`src/cntc_pkg.sv`:
```
/*
 * Shared constants and carriers for the channel oscillator tuning control bank.
 * Assumes an 8-bit register port driven by the serial control port core.
 */
package cntc_pkg;

    localparam int ADDR_W       = 12;
    localparam int DATA_W       = 8;
    localparam int MAX_CHANNELS = 8;
    localparam int WORD_BYTES   = 3;
    localparam int WORD_W       = 24;

    localparam logic [ADDR_W-1:0] PAGE_ADDR  = 12'h008;
    localparam logic [ADDR_W-1:0] CFG_ADDR   = 12'h130;
    localparam logic [ADDR_W-1:0] UPD_ADDR   = 12'h131;
    localparam logic [ADDR_W-1:0] WORD0_ADDR = 12'h132;
    localparam logic [ADDR_W-1:0] WORD1_ADDR = 12'h133;
    localparam logic [ADDR_W-1:0] WORD2_ADDR = 12'h134;

    localparam int CFG_DC_BIT       = 0;
    localparam int CFG_SIDEBAND_BIT = 1;
    localparam int CFG_MODULUS_BIT  = 2;
    localparam int CFG_OSC_EN_BIT   = 6;
    localparam int UPD_REQ_BIT      = 0;
    localparam int UPD_ACK_BIT      = 1;
    localparam int UPD_SYNC_BIT     = 2;

    localparam logic [DATA_W-1:0] CFG_WRITE_MASK = 8'h7f;
    localparam logic [DATA_W-1:0] CFG_RESET      = 8'h00;
    localparam logic [DATA_W-1:0] PAGE_RESET     = 8'hff;
    localparam logic [WORD_W-1:0] WORD_RESET     = 24'h000000;

    localparam logic SIDEBAND_UPPER = 1'b0;
    localparam logic SIDEBAND_LOWER = 1'b1;

    typedef struct packed {
        logic [ADDR_W-1:0] addr;
        logic [DATA_W-1:0] wdata;
        logic              wr;
        logic              rd;
    } cntc_reg_req_s;

    typedef struct packed {
        logic [DATA_W-1:0] cfg;
        logic              sync_sel;
        logic              req;
        logic              ack;
        logic              armed;
        logic [WORD_W-1:0] staged;
        logic [WORD_W-1:0] active;
        logic              load_pulse;
    } cntc_chan_s;

    typedef struct packed {
        logic              osc_enable;
        logic              modulus_enable;
        logic              sideband_select;
        logic              dc_tone_input_enable;
        logic [WORD_W-1:0] tuning_word;
        logic              osc_reset;
    } cntc_chan_ctl_s;

endpackage

```
`src/cntc_bank.sv`:
```
/*
 * Banked per-channel oscillator controls: config, staged tuning word, load handshake.
 * Assumes register accesses arrive as one-cycle strobes on mclk_in and that the
 * sync reference arrives asynchronously on a pin.
 */
// Notes on behaviour
// RQ1: Sideband bit: 0 upper, 1 lower flipped.
// RQ2: Dc enable feeds constant test tone input.
// RQ3: Sync select loads on next reference rise.
// RQ4: Acknowledge reads 1 once word loaded.
// RQ5: Only request rising edge loads word.
// RQ6: Word bytes stack low to high.
// RQ7: Plain mode frequency is rate times word/2^24.
// RQ8: Modulus mode adds delta over modulus.
// RQ9: Software keeps delta nonzero in modulus mode.
// RQ10: Page register selects addressed channel copies.
// RQ11: Software enables oscillator for complex modes.
// RQ12: Modulus enable picks plain or fractional.
// RQ13: New request clears acknowledge first.
`timescale 1ns/1ps

module cntc_bank #(
    parameter int NUM_CHANNELS = 3
) (
    input  wire logic                                     mclk_in,
    input  wire logic                                     resetn_in,
    input  wire cntc_pkg::cntc_reg_req_s                  reg_req_in,
    output logic [cntc_pkg::DATA_W-1:0]                   reg_rdata_out,
    input  wire logic                                     sync_ref_in,
    output cntc_pkg::cntc_chan_ctl_s [NUM_CHANNELS-1:0]   chan_ctl_out
);
    import cntc_pkg::*;

    // The page mask is one byte wide, so more channels cannot be addressed
    if (NUM_CHANNELS < 1 || NUM_CHANNELS > MAX_CHANNELS) begin : g_bad_channels
        $error("NUM_CHANNELS out of range");
    end

    typedef struct packed {
        logic [DATA_W-1:0]                page;
        cntc_chan_s [NUM_CHANNELS-1:0]    ch;
        logic [2:0]                       sync_sh;
        logic                             sync_lvl;
        logic [DATA_W-1:0]                rdata;
    } cntc_state_s;

    cntc_state_s s_q;
    cntc_state_s s_d;

    // True for a write strobe aimed at one register address
    function automatic logic wr_hit(input cntc_reg_req_s     r,
                                    input logic [ADDR_W-1:0] a);
        return r.wr && (r.addr == a);
    endfunction

    function automatic logic rd_hit(input cntc_reg_req_s     r,
                                    input logic [ADDR_W-1:0] a);
        return r.rd && (r.addr == a);
    endfunction

    // Byte lane of a tuning word address, or -1 off the word
    function automatic int word_lane(input logic [ADDR_W-1:0] a);
        int lane;
        lane = -1;
        unique case (a)
            WORD0_ADDR: lane = 0;
            WORD1_ADDR: lane = 1;
            WORD2_ADDR: lane = 2;
            default: lane = -1;
        endcase
        return lane;
    endfunction

    // Only the low word bytes are kept; other lanes change nothing
    function automatic logic [WORD_W-1:0] put_byte(input logic [WORD_W-1:0] w,
                                                   input int                lane,
                                                   input logic [DATA_W-1:0] b);
        logic [WORD_W-1:0] n;
        n = w;
        if (lane >= 0 && lane < WORD_BYTES) begin
            n[lane*DATA_W +: DATA_W] = b;
        end
        return n;
    endfunction

    function automatic logic [DATA_W-1:0] get_byte(input logic [WORD_W-1:0] w,
                                                   input int                lane);
        logic [DATA_W-1:0] b;
        b = '0;
        if (lane >= 0 && lane < WORD_BYTES) begin
            b = w[lane*DATA_W +: DATA_W];
        end
        return b;
    endfunction

    // Last two stages agree, so the pin level is trusted
    function automatic logic sync_settled(input logic [2:0] sh);
        return sh[1] == sh[2];
    endfunction

    // Reads come from the lowest selected copy when several pages are set
    function automatic int first_sel(input logic [DATA_W-1:0] page);
        int idx;
        idx = 0;
        for (int k = NUM_CHANNELS - 1; k >= 0; k--) begin
            if (page[k]) begin
                idx = k;
            end
        end
        return idx;
    endfunction

    function automatic logic [DATA_W-1:0] read_chan(input cntc_chan_s c,
                                                    input logic [ADDR_W-1:0] a);
        logic [DATA_W-1:0] v;
        v = '0;
        unique case (a)
            CFG_ADDR: v = c.cfg & CFG_WRITE_MASK;
            UPD_ADDR: begin
                v[UPD_SYNC_BIT] = c.sync_sel;
                v[UPD_ACK_BIT]  = c.ack; // RQ4
                v[UPD_REQ_BIT]  = c.req;
            end
            WORD0_ADDR,
            WORD1_ADDR,
            WORD2_ADDR: v = get_byte(c.staged, word_lane(a)); // RQ6
            default: v = '0;
        endcase
        return v;
    endfunction

    logic sync_rise;
    logic req_edge;
    logic do_load;
    logic sel;

    always_comb begin
        s_d       = s_q;
        req_edge  = 1'b0;
        do_load   = 1'b0;
        sel       = 1'b0;
        // Three stages; a change counts once the last two agree
        s_d.sync_sh = {s_q.sync_sh[1:0], sync_ref_in};
        if (sync_settled(s_q.sync_sh)) begin
            s_d.sync_lvl = s_q.sync_sh[2];
        end
        sync_rise = sync_settled(s_q.sync_sh) && s_q.sync_sh[2] && !s_q.sync_lvl;

        if (wr_hit(reg_req_in, PAGE_ADDR)) begin
            s_d.page = reg_req_in.wdata;
        end

        for (int i = 0; i < NUM_CHANNELS; i++) begin
            s_d.ch[i].load_pulse = 1'b0;
            sel      = s_q.page[i]; // RQ10
            req_edge = 1'b0;
            if (reg_req_in.wr && sel) begin
                unique case (reg_req_in.addr)
                    CFG_ADDR: s_d.ch[i].cfg = reg_req_in.wdata & CFG_WRITE_MASK;
                    UPD_ADDR: begin
                        s_d.ch[i].sync_sel = reg_req_in.wdata[UPD_SYNC_BIT];
                        s_d.ch[i].req      = reg_req_in.wdata[UPD_REQ_BIT];
                        // Steady high writes raise no request edge
                        req_edge = reg_req_in.wdata[UPD_REQ_BIT] & ~s_q.ch[i].req; // RQ5
                    end
                    WORD0_ADDR,
                    WORD1_ADDR,
                    WORD2_ADDR: begin
                        s_d.ch[i].staged = put_byte(s_q.ch[i].staged,
                                                    word_lane(reg_req_in.addr),
                                                    reg_req_in.wdata); // RQ6
                    end
                    default: ;
                endcase
            end
            do_load = (s_q.ch[i].armed && sync_rise) || // RQ3
                      (req_edge && !reg_req_in.wdata[UPD_SYNC_BIT]);
            if (s_q.ch[i].armed && sync_rise) begin
                s_d.ch[i].armed = 1'b0;
            end
            if (req_edge) begin
                s_d.ch[i].ack   = 1'b0; // RQ13
                s_d.ch[i].armed = reg_req_in.wdata[UPD_SYNC_BIT]; // RQ3
            end
            // A completing load beats a same-cycle clear
            if (do_load) begin
                s_d.ch[i].active     = s_q.ch[i].staged;
                s_d.ch[i].ack        = 1'b1; // RQ4
                s_d.ch[i].load_pulse = 1'b1;
            end
        end

        if (reg_req_in.rd) begin
            if (rd_hit(reg_req_in, PAGE_ADDR)) begin
                s_d.rdata = s_q.page;
            end else begin
                s_d.rdata = read_chan(s_q.ch[first_sel(s_q.page)], reg_req_in.addr);
            end
        end
    end

    always_ff @(posedge mclk_in) begin
        if (!resetn_in) begin
            s_q      <= '0;
            s_q.page <= PAGE_RESET;
        end else begin
            s_q <= s_d;
        end
    end

    // Frequency math lives in the oscillator; it sees the word and the mode
    always_comb begin
        for (int i = 0; i < NUM_CHANNELS; i++) begin
            chan_ctl_out[i].osc_enable           = s_q.ch[i].cfg[CFG_OSC_EN_BIT];
            chan_ctl_out[i].modulus_enable       = s_q.ch[i].cfg[CFG_MODULUS_BIT]; // RQ12 RQ7 RQ8
            chan_ctl_out[i].sideband_select      = s_q.ch[i].cfg[CFG_SIDEBAND_BIT]; // RQ1
            chan_ctl_out[i].dc_tone_input_enable = s_q.ch[i].cfg[CFG_DC_BIT]; // RQ2
            chan_ctl_out[i].tuning_word          = s_q.ch[i].active;
            chan_ctl_out[i].osc_reset            = s_q.ch[i].load_pulse;
        end
    end

    assign reg_rdata_out = s_q.rdata;

endmodule

```
`config.mk`:
```
export PLATFORM = sky130hd
export DESIGN_NAME = cntc_bank
export DESIGN_NICKNAME = d
export VERILOG_FILES = /design/src/cntc_pkg.sv /design/src/cntc_bank.sv
export SDC_FILE = /design/constraint.sdc
export NUM_CORES = 1
export LEC_CHECK = 0
export ABC_AREA = 1
export CORE_ASPECT_RATIO = 0.5
export CORE_MARGIN = 8
export CORE_UTILIZATION = 55
export CTS_CLUSTER_SIZE = 16
export DETAILED_ROUTE_END_ITERATION = 8
export DONT_BUFFER_PORTS = 1
export PLACE_DENSITY = 0.79
export SETUP_SLACK_MARGIN = 0.02
export SLEW_MARGIN = 0
export SYNTH_ARGS = -nofsm -noshare
export SYNTH_HDL_FRONTEND = slang
export SYNTH_SLANG_ARGS = --single-unit
```
`constraint.sdc`:
```
create_clock -name mclk_in -period 8.15 [get_ports mclk_in]
set_input_delay 1.63 -clock mclk_in [delete_from_list [all_inputs] [get_ports mclk_in]]
set_output_delay 1.63 -clock mclk_in [all_outputs]
set_load 0.01 [all_outputs]
```
; After elaboration in Yosys (flattened, before gate mapping)
; Cells that the tools add are included.
; Widths: inputs -> output; s select.
[word_totals]
in_bits = 25
word_cells = 138
register_bits = 200
output_inout_bits = 95
[classes]
n_eq_ne = 7
mux = 40
order_cmp = 9
n_addsub = 3
shifts = 7
reduce_logical = 38
bitwise = 6
[ops]
columns = op, count
row1 = $mux 32, 10
row2 = $ge 32x1->1 const B, 4
row3 = $lt 32x3->1 const B, 4
row4 = $bmux 61 s2, 1
row5 = $mux 60, 2
row6 = $neg 32->33, 3
row7 = $shift 8x33->24 const A, 3
row8 = $shiftx 8x33->24, 3
row9 = $pmux 32 s3, 1
row10 = $bwmux 24, 3
row11 = $eq 12x9->1 const B, 5
row12 = $lt 32x4->1 const B, 1
row13 = $shiftx 24x32->8, 1
row14 = $logic_and 1x1->1, 17
row15 = $mux 8, 2
row16 = $mux 1, 15
row17 = $eq 12x4->1 const B, 1
row18 = $reduce_and 2->1, 6
row19 = $reduce_bool 2->1, 6
row20 = $pmux 5 s2, 1
row21 = $pmux 3 s3, 1
row22 = $reduce_and 3->1, 3
row23 = $mux 2, 4
row24 = $and 1x1->1, 3
row25 = other kinds (5), 10

; Logic depth before layout (Yosys ltp)
[depth]
word_depth = 12
mapped_depth = 16
ltp_nobuf = 15

; Least setup slack after synthesis
; Ideal clock, no wire load.
[synth_timing]
path_kind = input to register
start = in reg_req_in[17] (netlist bit)
end = reg s_q[120] (netlist bit)
cell_stages = 14
arrival_time_ns = 3.637
slack_ns = 4.397
setup_ns = 0.116
required_time_ns = 8.034
path_buffers = 3
path_cell_list = nor2_2 nand2_1 nor2_4 nand2_1 buf_2 ha_1 clkbuf_1 nand2_4 nand3_4 nor2_8 nand2_4 buf_6 o21ai_2 a21oi_1
[synth_via]
elab_chain_cells = 7
word_cells_on_any_way = 15
classes_between = add/sub (1) / order compare (2) / eq/ne (3) / shift (2) / mux (4) / reduce/logical (3)
[synth_lines]
columns = item, line
row1 = "start, declared", cntc_bank.sv:27  ; input wire cntc_pkg::cntc_reg_req_s reg_req_in,
row2 = $eq 12x9->1, "cntc_bank.sv:65, cntc_bank.sv:158"
row3 = $pmux 32 s3, cntc_bank.sv:65  ; unique case (a)
row4 = $mux 32, cntc_bank.sv:158  ; unique case (reg_req_in.addr)
row5 = $mux 32, cntc_bank.sv:157  ; if (reg_req_in.wr && sel) begin
row6 = $neg 32->33 (tied with other cells), cntc_bank.sv:81  ; n[lane*DATA_W +: DATA_W] = b;
row7 = $shiftx 8x33->24 (tied with other cells), cntc_bank.sv:81
row8 = $bwmux 24 or $reduce_and 3->1 (tied branches), n/a
row9 = "end, declared", cntc_bank.sv:47  ; cntc_state_s s_q;
; Several ways; a longest one is shown, not always the timed one. The select of a mux whose other input is x is not followed.
; A chain may end at the register's enable or synchronous reset.

; Worst setup path in the final report
[layout_timing]
start = in reg_req_in[17] (netlist bit)
end = reg s_q[45] (netlist bit)
; Same word-level chain as after synthesis.

==> results.md <==
Status:
- The run finished with clean final reports.

Finish:
- The proportion of layout cells with a drive suffix above 1 is 0.0703.
- Relative to the synthesized area, the layout overhead comes to -2.03%.
- The number of nets in the layout is 1257.
- Once layout is done, the placed cells without fillers occupy between 9000 and 10000 sq um.
- The post-layout utilization of the core is 0.554.
- The count of inserted antenna diode cells is 0.

Power and ir drop:
- The worst supply voltage drop on vdd is 0.135 mV.
- In this run the power spent charging and discharging nets is around 0.45 mW.
- The share of total power dissipated in combinational logic is 0.023.
- Of the total power, the share spent switching nets is 0.239.
- The leakage power of the design is around 3.8 nW.
- Cell internal power was estimated by the tool at 1.41 mW.
- For this design the ratio of total power to cell area is a little under 200 nW/um^2.
- The portion of total power attributed to the clock network is 0.451.
- Of the total power, registers draw 0.526.

Detailed routing:
- The detailed-routing iteration count for the pre-antenna-repair pass is 6.
- Summing over every cut layer, the via total after detailed routing is 8384.
- Dividing the detail-routed wire length by the instance count gives approximately 19 um.
- The routed wire length is about 28000 um.
- The detailed router finished its first iteration with around 1000 violations.
- In the routed design, unresolved DRC markers number 0.
- The final antenna-violating net count is 0.
- Dividing the detail-routed via count by the number of cells gives 5.70.

Global routing:
- Entering global routing, the biggest net connects 86 pins.
- The sum of overflow across all layers after global routing is 0.
- The met1 layer usage reported by global route is 0.330.
- The most used routing layer in global routing is met2.
- The first global-routing pass estimated 43100 um of wire.
- The met2 track demand over resource in global routing is 0.358.
- In the global route stage, met3 resource usage came out at 0.0686.
- The number of antenna violations at the first check in global routing came to 0.
- The number of global-route vias before repair came to 7619.
- The overall fraction of global-route tracks in use is 0.238.

Timing:
- The max-slew headroom at the worst pin is 0.358.
- The slew at the pin closest to its max-slew limit is 0.961 ns.
- Subtracting the final worst setup slack from the clock period gives just over 4 ns.
- The fraction of the cycle the final worst path needs is 0.501.
- The total setup violations reported at the end of the flow is 0.
- The max-slew violation count came to 0.
- Static timing analysis puts the maximum clock frequency at ~240 MHz.
- Setup repair after global routing left no endpoint under its margin.
- The total negative slack for setup checks is 0 ns.
- The count of endpoints failing hold in the final timing report is 0.
- Between clock sinks in the finished design, the worst skew comes to 0.0118 ns.

Setup path:
- By startpoint and endpoint, the worst setup path is classified as in2reg.
- Tracing the worst setup path back leads to its startpoint at reg_req_in[17].
- Grouping stages by cell kind, the critical path spends the most delay in simple AND/OR/NAND/NOR gates.
- The slowest stage of the critical path belongs to the cell nor2_1.
- Data on the critical path arrives at its endpoint at 4.46 ns.
- Along the worst path, the maximum fanout reaches 18.
- The signal on the critical path passes through nor2_2, nand2_1, nor2_4, nand2_1, ha_1, nor2_1, nand2_1, nor2_1, o21ai_0, a21oi_1.
- The startpoint kind of the worst setup timing path is a primary input.
- In this design, the critical path's most frequently occurring cell is nand2_1.
- The number of buffers and inverters on the critical path is 0.
- The launch point of the worst reg-to-reg path is s_q[197]$_SDFFE_PN1P_.
- The critical path capture point type is a flip-flop.
- At the worst endpoint, the required time is approximately 8.5 ns.
- The delay contributed by the slowest stage of the critical path is 0.72 ns.

Clocking:
- Post-CTS timing repair inserted 0 buffers for setup.
- The number of buffers inserted by hold repair at cts is 0.
- The post-CTS resize count is 0.
- Clock tree synthesis selected as its root buffer the cell clkbuf_16.
- The clock sink count is 200.
- The level count of the clock H-tree is 4.
- For the worst-skew pair, the clock arrives at the later sink with an insertion delay of 0.44 ns.
- The clock buffer count from CTS is 17.
- TritonCTS built the clock tree.
- In this run the deepest clock path goes through 2 buffers.
- Clock-pin slew was measured on the worst setup and hold paths at 0.08 ns.

Synthesis:
- Synthesis instantiated 36 different standard cells from the library.
- Counting flops with a built-in enable in the synthesized netlist gives 0.
- Synthesis produced 1366 cells.
- The mapped cell area is 9880 sq um.
- The portion of synthesized area spent on multiplexers is 0.
- The count of yosys warnings during synthesis is 0.
- The basic-gate share of the synthesized area counting and, or, nand and nor cells is 0.254.
- Of the total synthesized cell area, the portion taken by XOR and XNOR cells is 0.
- In the synthesized netlist the dominant register cell turns out to be dfxtp_1.
- The async set-reset flop share out of synthesis is 0.
- Of the total synthesized cell area, the portion taken by full adders, half adders and majority gates is 0.00760.
- Each instance of the synthesized netlist takes up on average 7.23 sq um.
- The synthesized netlist net count is 1397.
- Synthesis inferred 200 register bits.
- In the post-synthesis netlist, the biggest area contributors are dfxtp_1 41%, nand2_1 11%, a21oi_1 9.7%.
- The share of the Yosys chip area taken by registers is 0.405.
- The area share of the largest cell type after synthesis is 0.405.
- The cell accounting for the most synthesized area is dfxtp_1.
- After synthesis, the largest family of logic cells by area is simple AND/OR/NAND/NOR gates.
- The post-synthesis compound-gate area fraction is 0.175.

Die:
- The area of the core is 17500 sq um.
- In this run the core area contains 34 standard-cell rows.
- The vertical die dimension is 111 um.
- The effective utilization at floorplan is 0.565.
- The floorplan die area is approximately 23000 sq um.
- Pin placement for this block handled 120 I/O pins.
- The chip width is 206 um.

Hold path:
- The class of the most critical hold timing path is reg2reg.
- The start point of the worst min-delay path is s_d[10]$_SDFF_PN0_.

Place:
- In this run the cell area measured after placement is 9110 sq um.
- The global placer's final weighted congestion is 0.988.
- The count of buffers added on input and output ports is 0.
- The HPWL reported at the end of detailed placement is 20500 um.

Run:
- Across the run, the number of max-cap violations was 0.
## worst min-delay path: stages (launching register included)
cell and delay (ns):
dfxtp_1 0.31, nand2_1 0.05, inv_1 0.04
## worst paths after layout
check	to	cells after the start	slack (ns)
setup / recovery	s_q[45]$_SDFFE_PN0P_	10	4.07
hold / removal	s_d[11]$_SDFF_PN0_	2	0.42
setup reg to reg	reg_rdata_out[5]$_SDFFE_PN0P_	9	4.84
hold reg to reg	s_d[11]$_SDFF_PN0_	2	0.42
## power groups by stage
stage,sequential [mW],clock [mW],combinational (mW)
2_1_floorplan,1.00,0,0.0394
3_3_place_gp,1.00,0,0.0409
3_5_place_dp,1.00,0,0.0417
4_1_cts,0.978,0.847,0.0419
5_1_grt,0.978,0.888,0.0472
6_report,0.978,0.840,0.0424
## sequential cells by signal, summed over array words and instances (netlist names)
name,flops
chan_ctl_out,87
reg_rdata_out,8
s_d,2
s_q,103
## per-layer routing
layer	share of wire	vias up
li1	-	4071
met1	0.45	3948
met2	0.44	335
met3	0.099	30
met4	0.014	0
met5	0	-
## cells by family after synthesis
family / Yosys count
and+or+nand+nor: 541
AOI/OAI and AO/OA: 331
buffers and inverters: 288
adders and majority gates: 6
DFF: 200
## synth_stat cells (6+ instances only)
cell type	instances
buf_6	15
inv_1	118
clkbuf_1	40
buf_4	95
inv_2	6
o21ai_1	10
o21ai_0	108
dfxtp_1	200
nand3_1	118
nor2_1	86
a21oi_1	191
nand2_4	13
buf_2	11
ha_1	6
o211ai_1	11
nand2_1	277
nor2_4	6
nor3_1	17
## stage by stage
step	std cells	power, mW	setup slack [ns]	hold WS [ns]
4_1_cts	1472	1.87	4.16	0.418
2_1_floorplan	1366	1.04	4.40	0.390
6_report	1472	1.86	4.07	0.417
5_1_grt	1472	1.91	3.89	0.458
3_3_place_gp	1441	1.04	3.73	0.393
3_5_place_dp	1441	1.04	3.71	0.400
## placed cells by master (no fill, tap or decap), types with 2 or more instances in the layout
master	count
nand2_1	277
dfxtp_1	200
a21oi_1	191
inv_1	118
nand3_1	117
o21ai_0	108
nor2_1	86
nor3_1	17
clkbuf_16	17
nand2_4	13
o211ai_1	11
o21ai_1	10
nor2_4	6
ha_1	6
nor2_2	5
nand2_2	5
inv_2	5
nor2_8	4
o21a_1	4
clkinvlp_4	4
nand3_2	3
clkinv_2	3
a21oi_2	3
inv_6	3
buf_4	3
nand3b_4	2
nand4_1	2
o21ai_2	2
inv_8	2
## cell type report
cell class	instances	area [sq um]
clock inverter	14	144
tap	234	293
timing repair buffer	3	22.5
clock buffer	17	425
sequential	200	4000
inverter	126	477
multi-input combinational	878	4320
fill	1656	7800
Note: power is estimated with default switching activity, not from simulation.
